### src/hw/actuator_pkg.sv
// constants shared by the actuator positioning object
package actuator_pkg;
   // attribute identifiers (class attribute space and instance attribute space)
   localparam logic [7:0] ID_CLASS_VERSION = 8'h01;
   localparam logic [7:0] ID_SOURCE_SWITCH = 8'h64;
   localparam logic [7:0] ID_RUN_PERMIT = 8'h65;
   localparam logic [7:0] ID_TARGET = 8'h66;
   localparam logic [7:0] ID_POSITION = 8'h67;
   localparam logic [7:0] ID_SETTLED = 8'h68;
   localparam logic [7:0] ID_SETTLE_WINDOW = 8'h69;
   localparam logic [7:0] ID_HOLDOFF = 8'h6a;
   localparam logic [7:0] ID_FORCE_RETRACT = 8'h6d;
   localparam logic [7:0] ID_FORCE_EXTEND = 8'h6e;
   localparam logic [7:0] ID_RETRACT_TARGET = 8'h6f;
   localparam logic [7:0] ID_EXTEND_TARGET = 8'h70;
   localparam logic [7:0] ID_RETRACT_FLAG = 8'h71;
   localparam logic [7:0] ID_EXTEND_FLAG = 8'h72;
   localparam logic [7:0] ID_RETRACT_THRESH = 8'h73;
   localparam logic [7:0] ID_EXTEND_THRESH = 8'h74;
   localparam logic [7:0] ID_FAULT_SUMMARY = 8'h75;

   // reset values
   localparam logic [15:0] RST_SETTLE_WINDOW = 16'h0032;
   localparam logic [7:0] RST_HOLDOFF = 8'h00;
   localparam logic [15:0] RST_RETRACT_TARGET = 16'h2710;
   localparam logic [15:0] RST_EXTEND_TARGET = 16'h0000;
   localparam logic [15:0] RST_RETRACT_THRESH = 16'h2648;
   localparam logic [15:0] RST_EXTEND_THRESH = 16'h00c8;

   // value ranges, 0.01 % units, signed except the window constants; WINDOW_TENTHS_MAX in 0.1 %
   localparam logic signed [15:0] POS_MIN = -16'sd50;
   localparam logic signed [15:0] POS_MAX = 16'sd10050;
   localparam logic signed [15:0] POS_FULL = 16'sd10000;
   localparam logic signed [15:0] POS_ZERO = 16'sd0;
   localparam logic [15:0] WINDOW_MIN = 16'd10;
   localparam logic [15:0] WINDOW_MAX = 16'd1000;
   localparam logic signed [15:0] TARGET_STEP = 16'sd10;
   localparam logic [15:0] WINDOW_STEP = 16'd10;
   localparam logic [15:0] WINDOW_TENTHS_MAX = 16'd99;

   // hold-off timing
   localparam int CLK_FREQ_HZ = 10000000;
   localparam int HOLDOFF_UNIT_MS = 100;
   localparam int HOLDOFF_UNIT_CYCLES = CLK_FREQ_HZ / 1000 * HOLDOFF_UNIT_MS;
   localparam int HOLDOFF_CNT_W = 20;

   // class version, value is arbitrary
   localparam logic [15:0] CLASS_VERSION = 16'h0003;

   typedef enum logic [1:0] {ST_READY, ST_MOVE, ST_HOLD} motion_t;
endpackage

### src/hw/actuator_position_object.sv
// positioning-control object of a linear valve actuator
// Operation
// - switch reads 0 remote, 1 local; local ignores network positioning commands
// - target and forced commands act only while run permit is 1
// - target is setpoint, -50..10050 in 0.01 %, truncated to 0.1 %
// - any forced command overrides the target position input
// - feedback reports stem position, 0 % clockwise end, 100 % other end
// - settled flag is 1 inside deadband around setpoint, else 0
// - deadband 10..1000 default 50, applied in odd 0.1 % steps to 9.9 %
// - after stopping, no restart before hold-off time of 0..255 x 0.1 s
// - forced retract goes to retract target, extend to extend target; write-only
// - retract target 0..10050 default 10000, extend target -50..10000 default 0
// - retract flag on while position above retract threshold, default 9800
// - extend flag on while position below extend threshold, default 200
// - summary error is 1 when stall, range or storage fault is set
// - stall fault after retry limit of stalls cuts motor; clear input resets
// - target write outside -50..10050 sets range fault
// - storage error sets storage fault and disables operation
`timescale 1ns/100ps
module actuator_position_object #(
   parameter int HOLDOFF_TICK_CYCLES = actuator_pkg::HOLDOFF_UNIT_CYCLES
) (
   input wire logic clk_sys,
   input wire logic rstn,
   input wire logic local_switch,
   input wire logic motor_stalled,
   input wire logic clear_stall,
   input wire logic memory_error,
   input wire logic [15:0] stem_position,
   input wire logic [7:0] retry_limit,
   input wire logic attr_class,
   input wire logic [7:0] attr_id,
   input wire logic attr_rd,
   input wire logic attr_wr,
   input wire logic [15:0] attr_wdata,
   output logic attr_ack,
   output logic attr_err,
   output logic [15:0] attr_rdata,
   output logic motor_retract,
   output logic motor_extend,
   output logic [15:0] stem_setpoint,
   output logic position_settled,
   output logic retract_limit_flag,
   output logic extend_limit_flag,
   output logic fault_summary
);
   logic rst_meta;
   logic rst_n;
   logic local_mode;
   logic stalled;
   logic clearing;
   logic run_permit;
   logic [15:0] target_position_input;
   logic [15:0] settle_window;
   logic [7:0] restart_holdoff_time;
   logic force_retract_cmd;
   logic force_extend_cmd;
   logic [15:0] retract_force_target;
   logic [15:0] extend_force_target;
   logic [15:0] retract_flag_threshold;
   logic [15:0] extend_flag_threshold;
   logic [15:0] position_feedback;
   logic stall_fault;
   logic range_fault;
   logic storage_fault;
   logic [7:0] attempts;
   logic [actuator_pkg::HOLDOFF_CNT_W-1:0] unit_cnt;
   logic [7:0] units_left;
   actuator_pkg::motion_t state;

   // release reset through two flops
   always_ff @(posedge clk_sys or negedge rstn) begin
      if (!rstn) begin
         rst_meta <= 1'b0;
         rst_n <= 1'b0;
      end else begin
         rst_meta <= 1'b1;
         rst_n <= rst_meta;
      end
   end

   pin_sync u_local (.clk_sys(clk_sys), .rst_n(rst_n), .pin(local_switch), .level(local_mode));
   pin_sync u_stall (.clk_sys(clk_sys), .rst_n(rst_n), .pin(motor_stalled), .level(stalled));
   pin_sync u_clear (.clk_sys(clk_sys), .rst_n(rst_n), .pin(clear_stall), .level(clearing));

   // attribute decode
   logic wr_inst;
   logic net_cmd;
   logic signed [15:0] wval;
   logic target_ok;
   logic signed [15:0] truncated;
   assign wr_inst = attr_wr && !attr_class;
   assign wval = $signed(attr_wdata);
   assign net_cmd = (attr_id == actuator_pkg::ID_RUN_PERMIT) ||
                    (attr_id == actuator_pkg::ID_TARGET) ||
                    (attr_id == actuator_pkg::ID_FORCE_RETRACT) ||
                    (attr_id == actuator_pkg::ID_FORCE_EXTEND);
   assign target_ok = (wval >= actuator_pkg::POS_MIN) && (wval <= actuator_pkg::POS_MAX);
   // truncation toward zero drops the hundredths digit
   assign truncated = wval - (wval % actuator_pkg::TARGET_STEP);

   // range check for each writable attribute but the target, whose bad values set range fault instead; bad values are refused
   logic wr_legal;
   always_comb begin
      wr_legal = 1'b0;
      case (attr_id)
         actuator_pkg::ID_RUN_PERMIT,
         actuator_pkg::ID_FORCE_RETRACT,
         actuator_pkg::ID_FORCE_EXTEND:
            wr_legal = !local_mode && (attr_wdata[15:1] == 15'h0000);
         actuator_pkg::ID_TARGET: wr_legal = !local_mode;
         actuator_pkg::ID_SETTLE_WINDOW:
            wr_legal = (attr_wdata >= actuator_pkg::WINDOW_MIN) &&
                       (attr_wdata <= actuator_pkg::WINDOW_MAX);
         actuator_pkg::ID_HOLDOFF: wr_legal = (attr_wdata[15:8] == 8'h00);
         actuator_pkg::ID_RETRACT_TARGET,
         actuator_pkg::ID_RETRACT_THRESH:
            wr_legal = (wval >= actuator_pkg::POS_ZERO) &&
                       (wval <= actuator_pkg::POS_MAX);
         actuator_pkg::ID_EXTEND_TARGET,
         actuator_pkg::ID_EXTEND_THRESH:
            wr_legal = (wval >= actuator_pkg::POS_MIN) &&
                       (wval <= actuator_pkg::POS_FULL);
         default: wr_legal = 1'b0;
      endcase
   end

   // writable settings
   always_ff @(posedge clk_sys or negedge rst_n) begin
      if (!rst_n) begin
         run_permit <= 1'b0;
         target_position_input <= 16'h0000;
         settle_window <= actuator_pkg::RST_SETTLE_WINDOW;
         restart_holdoff_time <= actuator_pkg::RST_HOLDOFF;
         force_retract_cmd <= 1'b0;
         force_extend_cmd <= 1'b0;
         retract_force_target <= actuator_pkg::RST_RETRACT_TARGET;
         extend_force_target <= actuator_pkg::RST_EXTEND_TARGET;
         retract_flag_threshold <= actuator_pkg::RST_RETRACT_THRESH;
         extend_flag_threshold <= actuator_pkg::RST_EXTEND_THRESH;
      end else if (wr_inst && wr_legal) begin
         case (attr_id)
            actuator_pkg::ID_RUN_PERMIT: run_permit <= attr_wdata[0];
            actuator_pkg::ID_TARGET: begin
               if (target_ok) begin
                  target_position_input <= truncated;
               end
            end
            actuator_pkg::ID_SETTLE_WINDOW: settle_window <= attr_wdata;
            actuator_pkg::ID_HOLDOFF: restart_holdoff_time <= attr_wdata[7:0];
            actuator_pkg::ID_FORCE_RETRACT: force_retract_cmd <= attr_wdata[0];
            actuator_pkg::ID_FORCE_EXTEND: force_extend_cmd <= attr_wdata[0];
            actuator_pkg::ID_RETRACT_TARGET: retract_force_target <= attr_wdata;
            actuator_pkg::ID_EXTEND_TARGET: extend_force_target <= attr_wdata;
            actuator_pkg::ID_RETRACT_THRESH: retract_flag_threshold <= attr_wdata;
            actuator_pkg::ID_EXTEND_THRESH: extend_flag_threshold <= attr_wdata;
            default: run_permit <= run_permit;
         endcase
      end
   end

   // range fault follows the last accepted target write
   always_ff @(posedge clk_sys or negedge rst_n) begin
      if (!rst_n) begin
         range_fault <= 1'b0;
      end else if (wr_inst && wr_legal && attr_id == actuator_pkg::ID_TARGET) begin
         range_fault <= !target_ok;
      end
   end

   // storage fault is sticky until reset
   always_ff @(posedge clk_sys or negedge rst_n) begin
      if (!rst_n) begin
         storage_fault <= 1'b0;
      end else if (memory_error) begin
         storage_fault <= 1'b1;
      end
   end

   // setpoint selection; retract wins if both forced commands are on
   logic [15:0] next_setpoint;
   always_comb begin
      if (force_retract_cmd) begin
         next_setpoint = retract_force_target;
      end else if (force_extend_cmd) begin
         next_setpoint = extend_force_target;
      end else begin
         next_setpoint = target_position_input;
      end
   end

   // applied deadband in 0.1 % units: odd values 1..99
   logic [15:0] tenths;
   logic [15:0] db_tenths;
   logic [17:0] db_window;
   logic signed [16:0] err;
   logic [16:0] abs_err;
   logic settled_now;
   assign tenths = settle_window / actuator_pkg::WINDOW_STEP;
   always_comb begin
      if (tenths > actuator_pkg::WINDOW_TENTHS_MAX) begin
         db_tenths = actuator_pkg::WINDOW_TENTHS_MAX;
      end else if (!tenths[0]) begin
         db_tenths = tenths - 16'd1;
      end else begin
         db_tenths = tenths;
      end
   end
   // window is 10x tenths in 0.01 % units; compare against twice the error
   assign db_window = 18'({db_tenths, 3'b000}) + 18'({db_tenths, 1'b0});
   assign err = 17'($signed(stem_setpoint)) - 17'($signed(stem_position));
   assign abs_err = err[16] ? 17'(-err) : 17'(err);
   assign settled_now = {abs_err, 1'b0} <= db_window;

   // motion is only allowed from the network with the permit on and no stall or storage fault
   logic can_run;
   assign can_run = !local_mode && run_permit && !stall_fault && !storage_fault;

   // motion sequencer with restart hold-off
   always_ff @(posedge clk_sys or negedge rst_n) begin
      if (!rst_n) begin
         state <= actuator_pkg::ST_READY;
         unit_cnt <= '0;
         units_left <= 8'h00;
      end else begin
         case (state)
            actuator_pkg::ST_READY: begin
               if (can_run && !settled_now && !stalled) begin
                  state <= actuator_pkg::ST_MOVE;
               end
            end
            actuator_pkg::ST_MOVE: begin
               if (!can_run || settled_now || stalled) begin
                  state <= actuator_pkg::ST_HOLD;
                  unit_cnt <= '0;
                  units_left <= restart_holdoff_time;
               end
            end
            actuator_pkg::ST_HOLD: begin
               if (units_left == 8'h00) begin
                  state <= actuator_pkg::ST_READY;
               end else if (unit_cnt ==
                            actuator_pkg::HOLDOFF_CNT_W'(HOLDOFF_TICK_CYCLES - 1)) begin
                  unit_cnt <= '0;
                  units_left <= units_left - 8'h01;
               end else begin
                  unit_cnt <= unit_cnt + 1'b1;
               end
            end
            default: state <= actuator_pkg::ST_READY;
         endcase
      end
   end

   // consecutive stall count; a stall during the clear does not latch the fault
   always_ff @(posedge clk_sys or negedge rst_n) begin
      if (!rst_n) begin
         attempts <= 8'h00;
         stall_fault <= 1'b0;
      end else if (clearing) begin
         attempts <= 8'h00;
         stall_fault <= 1'b0;
      end else if (state == actuator_pkg::ST_MOVE && stalled) begin
         attempts <= attempts + 8'h01;
         if (attempts + 8'h01 >= retry_limit) begin
            stall_fault <= 1'b1;
         end
      end else if (state == actuator_pkg::ST_MOVE && settled_now) begin
         attempts <= 8'h00;
      end
   end

   // motor drive and status flags
   logic moving;
   assign moving = (state == actuator_pkg::ST_MOVE) && can_run && !settled_now && !stalled;
   always_ff @(posedge clk_sys or negedge rst_n) begin
      if (!rst_n) begin
         motor_retract <= 1'b0;
         motor_extend <= 1'b0;
      end else begin
         motor_retract <= moving && !err[16];
         motor_extend <= moving && err[16];
      end
   end

   always_ff @(posedge clk_sys or negedge rst_n) begin
      if (!rst_n) begin
         stem_setpoint <= 16'h0000;
         position_feedback <= 16'h0000;
         position_settled <= 1'b0;
         retract_limit_flag <= 1'b0;
         extend_limit_flag <= 1'b0;
         fault_summary <= 1'b0;
      end else begin
         stem_setpoint <= next_setpoint;
         position_feedback <= stem_position;
         position_settled <= settled_now;
         retract_limit_flag <= $signed(stem_position) > $signed(retract_flag_threshold);
         extend_limit_flag <= $signed(stem_position) < $signed(extend_flag_threshold);
         fault_summary <= stall_fault || range_fault || storage_fault;
      end
   end

   // attribute answer, one cycle after the request
   logic [15:0] next_rdata;
   logic next_err;
   always_comb begin
      next_rdata = 16'h0000;
      next_err = 1'b0;
      if (attr_class) begin
         next_err = attr_wr || (attr_id != actuator_pkg::ID_CLASS_VERSION);
         next_rdata = next_err ? 16'h0000 : actuator_pkg::CLASS_VERSION;
      end else if (attr_wr) begin
         next_err = !wr_legal;
      end else begin
         case (attr_id)
            actuator_pkg::ID_SOURCE_SWITCH: next_rdata = {15'h0000, local_mode};
            actuator_pkg::ID_RUN_PERMIT: next_rdata = {15'h0000, run_permit};
            actuator_pkg::ID_TARGET: next_rdata = target_position_input;
            actuator_pkg::ID_POSITION: next_rdata = position_feedback;
            actuator_pkg::ID_SETTLED: next_rdata = {15'h0000, position_settled};
            actuator_pkg::ID_SETTLE_WINDOW: next_rdata = settle_window;
            actuator_pkg::ID_HOLDOFF: next_rdata = {8'h00, restart_holdoff_time};
            actuator_pkg::ID_RETRACT_TARGET: next_rdata = retract_force_target;
            actuator_pkg::ID_EXTEND_TARGET: next_rdata = extend_force_target;
            actuator_pkg::ID_RETRACT_FLAG: next_rdata = {15'h0000, retract_limit_flag};
            actuator_pkg::ID_EXTEND_FLAG: next_rdata = {15'h0000, extend_limit_flag};
            actuator_pkg::ID_RETRACT_THRESH: next_rdata = retract_flag_threshold;
            actuator_pkg::ID_EXTEND_THRESH: next_rdata = extend_flag_threshold;
            actuator_pkg::ID_FAULT_SUMMARY: next_rdata = {15'h0000, fault_summary};
            default: next_err = 1'b1; // forced commands are write-only
         endcase
      end
   end

   always_ff @(posedge clk_sys or negedge rst_n) begin
      if (!rst_n) begin
         attr_ack <= 1'b0;
         attr_err <= 1'b0;
         attr_rdata <= 16'h0000;
      end else begin
         attr_ack <= attr_rd || attr_wr;
         attr_err <= (attr_rd || attr_wr) && next_err;
         attr_rdata <= (attr_rd && !attr_wr) ? next_rdata : 16'h0000;
      end
   end

   AST_LOCAL_REFUSES: assert property (@(posedge clk_sys) disable iff (!rst_n)
      (wr_inst && local_mode && net_cmd) |=> attr_err && $stable(run_permit))
      else $error("network command taken in local mode");

   AST_NO_PERMIT_NO_MOTION: assert property (@(posedge clk_sys) disable iff (!rst_n)
      !run_permit |=> !motor_retract && !motor_extend)
      else $error("motor driven without run permit");

   AST_TARGET_TRUNC: assert property (@(posedge clk_sys) disable iff (!rst_n)
      $changed(target_position_input) |->
      ($signed(target_position_input) % actuator_pkg::TARGET_STEP) == 16'sd0)
      else $error("target keeps hundredths digit");

   AST_FORCED_OVERRIDES: assert property (@(posedge clk_sys) disable iff (!rst_n)
      force_retract_cmd |=>
      stem_setpoint == $past(retract_force_target))
      else $error("forced retract target not applied");

   AST_SETTLED_MATCH: assert property (@(posedge clk_sys) disable iff (!rst_n)
      settled_now |=> position_settled)
      else $error("settled flag lost inside deadband");

   AST_HOLDOFF_WAIT: assert property (@(posedge clk_sys) disable iff (!rst_n)
      (state == actuator_pkg::ST_HOLD && units_left != 8'h00) |=>
      state == actuator_pkg::ST_HOLD)
      else $error("restart before hold-off elapsed");

   AST_RETRACT_FLAG: assert property (@(posedge clk_sys) disable iff (!rst_n)
      ($signed(stem_position) > $signed(retract_flag_threshold)) ##1
      $stable(retract_flag_threshold) |-> retract_limit_flag)
      else $error("retract flag missing above threshold");

   AST_SUMMARY: assert property (@(posedge clk_sys) disable iff (!rst_n)
      (stall_fault || range_fault || storage_fault) |=> fault_summary)
      else $error("summary error not raised");

   AST_STALL_CUTS_POWER: assert property (@(posedge clk_sys) disable iff (!rst_n)
      stall_fault |-> ##1 (!motor_retract && !motor_extend)[*2])
      else $error("motor powered after stall fault");

   AST_RANGE_FAULT: assert property (@(posedge clk_sys) disable iff (!rst_n)
      (wr_inst && !local_mode && attr_id == actuator_pkg::ID_TARGET && !target_ok) |=>
      range_fault ##1 fault_summary)
      else $error("out of range target not flagged");
endmodule

### src/hw/pin_sync.sv
// three-stage pin synchroniser with agreement filter
`timescale 1ns/100ps
module pin_sync (
   input wire logic clk_sys,
   input wire logic rst_n,
   input wire logic pin,
   output logic level
);
   logic meta;
   logic stage2;
   logic stage3;

   // meta is read only by stage2
   always_ff @(posedge clk_sys or negedge rst_n) begin
      if (!rst_n) begin
         meta <= 1'b0;
         stage2 <= 1'b0;
         stage3 <= 1'b0;
      end else begin
         meta <= pin;
         stage2 <= meta;
         stage3 <= stage2;
      end
   end

   // a change counts only once stages two and three agree
   always_ff @(posedge clk_sys or negedge rst_n) begin
      if (!rst_n) begin
         level <= 1'b0;
      end else if (stage2 == stage3) begin
         level <= stage3;
      end
   end
endmodule

### config.mk
export PLATFORM = sky130hd
export DESIGN_NAME = actuator_position_object
export DESIGN_NICKNAME = d
export VERILOG_FILES = /design/src/hw/actuator_pkg.sv /design/src/hw/actuator_position_object.sv /design/src/hw/pin_sync.sv
export SDC_FILE = /design/constraint.sdc
export NUM_CORES = 1
export LEC_CHECK = 0
export BUFFER_PORTS_ARGS = -buffer_cell sky130_fd_sc_hd__buf_4
export CAP_MARGIN = 20
export CELL_PAD_IN_SITES_DETAIL_PLACEMENT = 1
export CELL_PAD_IN_SITES_GLOBAL_PLACEMENT = 1
export CORE_UTILIZATION = 35
export CTS_CLUSTER_DIAMETER = 50
export CTS_CLUSTER_SIZE = 20
export DETAILED_ROUTE_END_ITERATION = 16
export HOLD_SLACK_MARGIN = 0.03
export PLACE_DENSITY = 0.69
export SYNTH_ARGS = -nofsm -noshare
export SYNTH_HDL_FRONTEND = slang
export SYNTH_HIERARCHICAL = 1
export SYNTH_SLANG_ARGS = --single-unit
### constraint.sdc
create_clock -name clk_sys -period 18.4 [get_ports clk_sys]
set_clock_uncertainty 0.1 [all_clocks]
set_input_delay 0 -clock clk_sys [delete_from_list [all_inputs] [get_ports clk_sys]]
set_output_delay 0 -clock clk_sys [all_outputs]
set_load 0.01 [all_outputs]
==> results.ini <==
[placed_design]
detailed_place.area_um2 = 18600
hpwlAfterDp_mm = 45.4
gp_routability_congestion = 0.880
port-buffer-count = 96

[power]
p_sw_w = 0.000700
seq_power_share = 0.288
ir_drop_mv = 0.0704
cell_internal_pwr_w = 0.00105
power.static_leakage_nw = 8.57
power_density_nw_per_um2 = 86.7
combinationalPowerShare = 0.404
clkPwrFrac = 0.308
sw_frac_of_total = 0.399

[yosys]
syn_area_per_cell_um2 = 8.58
async_flop_share = 1.00
post_synth_top_flop = sky130_fd_sc_hd__dfrtp_1
yosys-mux-area-fraction = 0.0568
synth_enable_flop_cells = 0
synthesis.nets = 2192
synthDistinctLibCells = 113
yosysTopAreaCellShare = 0.289
synth_simple_gate_area_share = 0.193
yosys.area_share.xor_xnor = 0.0582
synth_top_cell_by_area = sky130_fd_sc_hd__dfrtp_1
top_area_cells_in_the_synthesized_netlist = sky130_fd_sc_hd__dfrtp_1 (29%), sky130_fd_sc_hd__ha_1 (7.7%), sky130_fd_sc_hd__mux2_2 (4.4%), sky130_fd_sc_hd__o21ai_0 (3.9%), sky130_fd_sc_hd__nand2_1 (3.9%)
largest_family_of_logic_cells_by_synthesized_area = compound AO/OA/AOI/OAI gates
synth.ff_latch_count = 217
synthCells = 2027
synth.yosys.warnings = 6
yosysSeqAreaShare = 0.313
mappedNetlistArea_um2 = 17400
post_synthesis_share_of_cell_area_spent_on_full_adders_half_adders_and_majority_gates = 0.0824
synth-compound-area-share = 0.248

[worst_hold_path]
min-delay-path-class = input port to register
hold-path-cell-count = 6

[worst_setup_path]
worst_path_arrival_time_ps = 12180
buffering_stage_count_on_the_worst_path_with_inverters_included = 2
worstPathMaxFanout = 24
cp_data_required_time_ps = 18750
path_common_cell = sky130_fd_sc_hd__nor2_1
timing.critical_path.slowest_stage_cell = sky130_fd_sc_hd__nor2_1
critical-path-top-delay-family = compound AO/OA/AOI/OAI gates
cp-end-kind = register
timing.reg2reg.worst_path_depth = 37
cpPeakStageDelay_ps = 860
cp.depth = 37
crit_path_start_kind = register
worstSetupPathType = register to register

[clock_network]
clock_tree.htree_level_count = 1
cts_max_path_buffers = 3
cts_tree = done
root_buffer = sky130_fd_sc_hd__clkbuf_16
cts.clk_slew.worst_paths_ps = 70
cts-buffers-inserted = 27
clock-sinks = 217
post_cts.resized_instances = 0
clock_insertion_delay_worst_skew_ps = 560

[sta]
setup_repair_after_global_routing_missed_its_margin = false
post-route-min-period_ps = 11830
tightestPinTransition_ps = 1110
totalNegativeSetupSlack_ps = 0
timing.final.crit_share = 0.643
worst_hold_slack_ps = 66.5
slew_headroom = 0.259
hold_viol = 0
timing.fmax_ghz = 0.0845
timing_max_transition_violations_final = 0
finalSetupViolations = 0

[layout]
final_net_count = 2288
final_layout_size_suffix_gt1_frac = 0.146
insertedDiodeCount = 0
final_design_area_no_fill_um2 = 20200
layout-area-overhead-vs-synth_pct = 16.3

[flow_run]
cap_viol_max_count = 0

[floorplanning]
fp.dieW_um = 225
num_io_pins = 97
initial_core_util = 0.355
area_of_the_die_um2 = 50600
core_um2 = 49000
rows = 81
fp.dieH_um = 225

[grt]
grt_first_pass_wirelength_mm = 98.7
track_usage = 0.245
gr-total-overflow = 0
grt_antenna_before_repair = 0
pin_count_of_the_biggest_net_entering_global_routing = 139
first_global_vias = 17300

[detailed_routing]
detail_route.wl_per_cell_um = 22.1
drt_wl_total_mm = 61.9
drt_pre_antenna_iters = 5
vias = 16600
drtAntennaViolNets = 0
drt_iter0_markers = 989
route.detailed.vias_per_inst = 5.92
drc = 0

[status]
run_status = finished clean

[routing by layer]
layer,vias up,wire length (µm),track usage
met4,0,1460,0.0674
met5,-,0,0
met2,351,30600,0.429
li1,7742,-,-
met1,8443,27200,0.321
met3,81,2670,0.0243
[stage by stage]
step | std cells | setup WS [ps] | utilization | total power (W)
2_1_floorplan | 2027 | 8430 | - | 0.00104
3_3_place_gp | 2693 | 6900 | 0.381 | 0.00119
3_5_place_dp | 2693 | 6640 | 0.381 | 0.00120
4_1_cts | 2805 | 6660 | 0.412 | 0.00176
5_1_grt | 2808 | 5650 | 0.413 | 0.00186
6_report | 2808 | 6570 | 0.413 | 0.00175
[cells in the final DEF, fill, tap and decap left out, types with 13 or more instances in the layout]
cell / synthesis / final
sky130_fd_sc_hd__a211oi_1: 16 / 16
sky130_fd_sc_hd__a21o_1: 29 / 29
sky130_fd_sc_hd__a21oi_1: 115 / 115
sky130_fd_sc_hd__a221oi_1: 13 / 13
sky130_fd_sc_hd__a22o_1: 15 / 15
sky130_fd_sc_hd__a22oi_1: 27 / 27
sky130_fd_sc_hd__a31oi_1: 35 / 35
sky130_fd_sc_hd__and2_1: 21 / 21
sky130_fd_sc_hd__buf_4: 2 / 107
sky130_fd_sc_hd__clkbuf_16: 0 / 27
sky130_fd_sc_hd__dfrtp_1: 201 / 200
sky130_fd_sc_hd__dfstp_2: 16 / 16
sky130_fd_sc_hd__dlygate4sd3_1: 0 / 62
sky130_fd_sc_hd__ha_1: 107 / 107
sky130_fd_sc_hd__inv_1: 102 / 102
sky130_fd_sc_hd__mux2_2: 68 / 68
sky130_fd_sc_hd__mux2i_1: 20 / 20
sky130_fd_sc_hd__nand2_1: 181 / 181
sky130_fd_sc_hd__nand2b_1: 30 / 30
sky130_fd_sc_hd__nand3_1: 72 / 72
sky130_fd_sc_hd__nand4_1: 32 / 32
sky130_fd_sc_hd__nor2_1: 133 / 130
sky130_fd_sc_hd__nor2b_1: 23 / 23
sky130_fd_sc_hd__nor3_1: 55 / 53
sky130_fd_sc_hd__nor4_1: 25 / 25
sky130_fd_sc_hd__o211ai_1: 16 / 16
sky130_fd_sc_hd__o21a_1: 18 / 18
sky130_fd_sc_hd__o21ai_0: 137 / 137
sky130_fd_sc_hd__o22ai_1: 19 / 19
sky130_fd_sc_hd__o31ai_1: 18 / 18
sky130_fd_sc_hd__or3_1: 16 / 16
sky130_fd_sc_hd__xnor2_1: 70 / 70
sky130_fd_sc_hd__xor2_1: 40 / 40
[cell type report]
cell class / count / area [µm²]
inverter: 107 / 402
tap: 664 / 831
fill: 5750 / 28700
timing repair buffer: 172 / 1490
sequential: 217 / 5450
multi-input combinational: 1598 / 11100
clock inverter: 22 / 233
clock buffer: 28 / 689
[worst reg2reg max path: cells and delay by family (launching register included)]
family                     cells  cell delay (ps)
AOI/OAI and AO/OA             19             5850
buffers and inverters          2              390
xor gates and xnor gates       3              470
DFF                            1              680
adders and majority gates      3             1010
and+or+nand+nor               10             3250
[worst paths after layout]
| check | startpoint | to | slack (ps) |
|---|---|---|---|
| max in group asynchronous | rst_n | stem_setpoint[2] | 16990 |
| worst min-delay path | attr_id[2] | attr_err | 70 |
| worst min register to register | rst_n | attempts[1] | 110 |
| min in group asynchronous | rst_n | attempts[1] | 110 |
| worst max register to register | settle_window[10] | unit_cnt[19] | 6570 |
| worst max-delay path | settle_window[10] | unit_cnt[19] | 6570 |
[sequential cells by signal, indices dropped and copies added (netlist names), 15 cells and up]
register / count
attr_rdata: 16
stem_setpoint: 16
unit_cnt: 20
extend_force_target: 16
retract_force_target: 16
settle_window: 16
target_position_input: 15
extend_flag_threshold: 16
position_feedback: 16
retract_flag_threshold: 16
[what timing repair did]
item / in CTS / in global routing
hold endpoints to repair: 103 / 0
hold buffers: 62 / 0
buffers inserted: 0 / 0
[synth_stat cells, types with 11 or more instances]
cell type and n:
sky130_fd_sc_hd__dfstp_2 16, sky130_fd_sc_hd__o21ai_0 137, sky130_fd_sc_hd__o21a_1 18, sky130_fd_sc_hd__a21o_1 29, sky130_fd_sc_hd__mux2_2 68, sky130_fd_sc_hd__a22oi_1 27
sky130_fd_sc_hd__mux2i_1 20, sky130_fd_sc_hd__a211oi_1 16, sky130_fd_sc_hd__and2_1 21, sky130_fd_sc_hd__o2111ai_1 11, sky130_fd_sc_hd__nand2_1 181, sky130_fd_sc_hd__o22ai_1 19
sky130_fd_sc_hd__inv_1 102, sky130_fd_sc_hd__nand4_1 32, sky130_fd_sc_hd__or3_1 16, sky130_fd_sc_hd__dfrtp_1 201, sky130_fd_sc_hd__ha_1 107, sky130_fd_sc_hd__clkbuf_1 83
sky130_fd_sc_hd__buf_2 12, sky130_fd_sc_hd__o31ai_1 18, sky130_fd_sc_hd__a31oi_1 35, sky130_fd_sc_hd__a22o_1 15, sky130_fd_sc_hd__a222oi_1 11, sky130_fd_sc_hd__nor2b_1 23
sky130_fd_sc_hd__a21oi_1 115, sky130_fd_sc_hd__nand3_1 72, sky130_fd_sc_hd__o211ai_1 16, sky130_fd_sc_hd__a221oi_1 13, sky130_fd_sc_hd__or2_2 11, sky130_fd_sc_hd__nand2b_1 30
sky130_fd_sc_hd__nor4_1 25, sky130_fd_sc_hd__nor2_1 133, sky130_fd_sc_hd__nor3_1 55, sky130_fd_sc_hd__xnor2_1 70, sky130_fd_sc_hd__xor2_1 40
[power groups by stage]
stage,Clock (W),Sequential (W),Combinational (W)
finish,0.000541,0.000505,0.000708
CTS,0.000549,0.000507,0.000702
floorplan,0,0.000515,0.000520
global route,0.000568,0.000507,0.000785
detailed placement,0,0.000516,0.000689
global placement,0,0.000515,0.000671
[logic make-up (layout without fill, tap and decap cells)]
group / Yosys count / after routing
adders and majority gates: 115 / 115
and+or+nand+nor: 666 / 666
muxes: 89 / 89
xor gates and xnor gates: 113 / 113
DFF: 217 / 217
other: 1 / 1
buffers and inverters: 212 / 329
AOI/OAI and AO/OA: 614 / 614
Power figures use the tool's default switching activity.
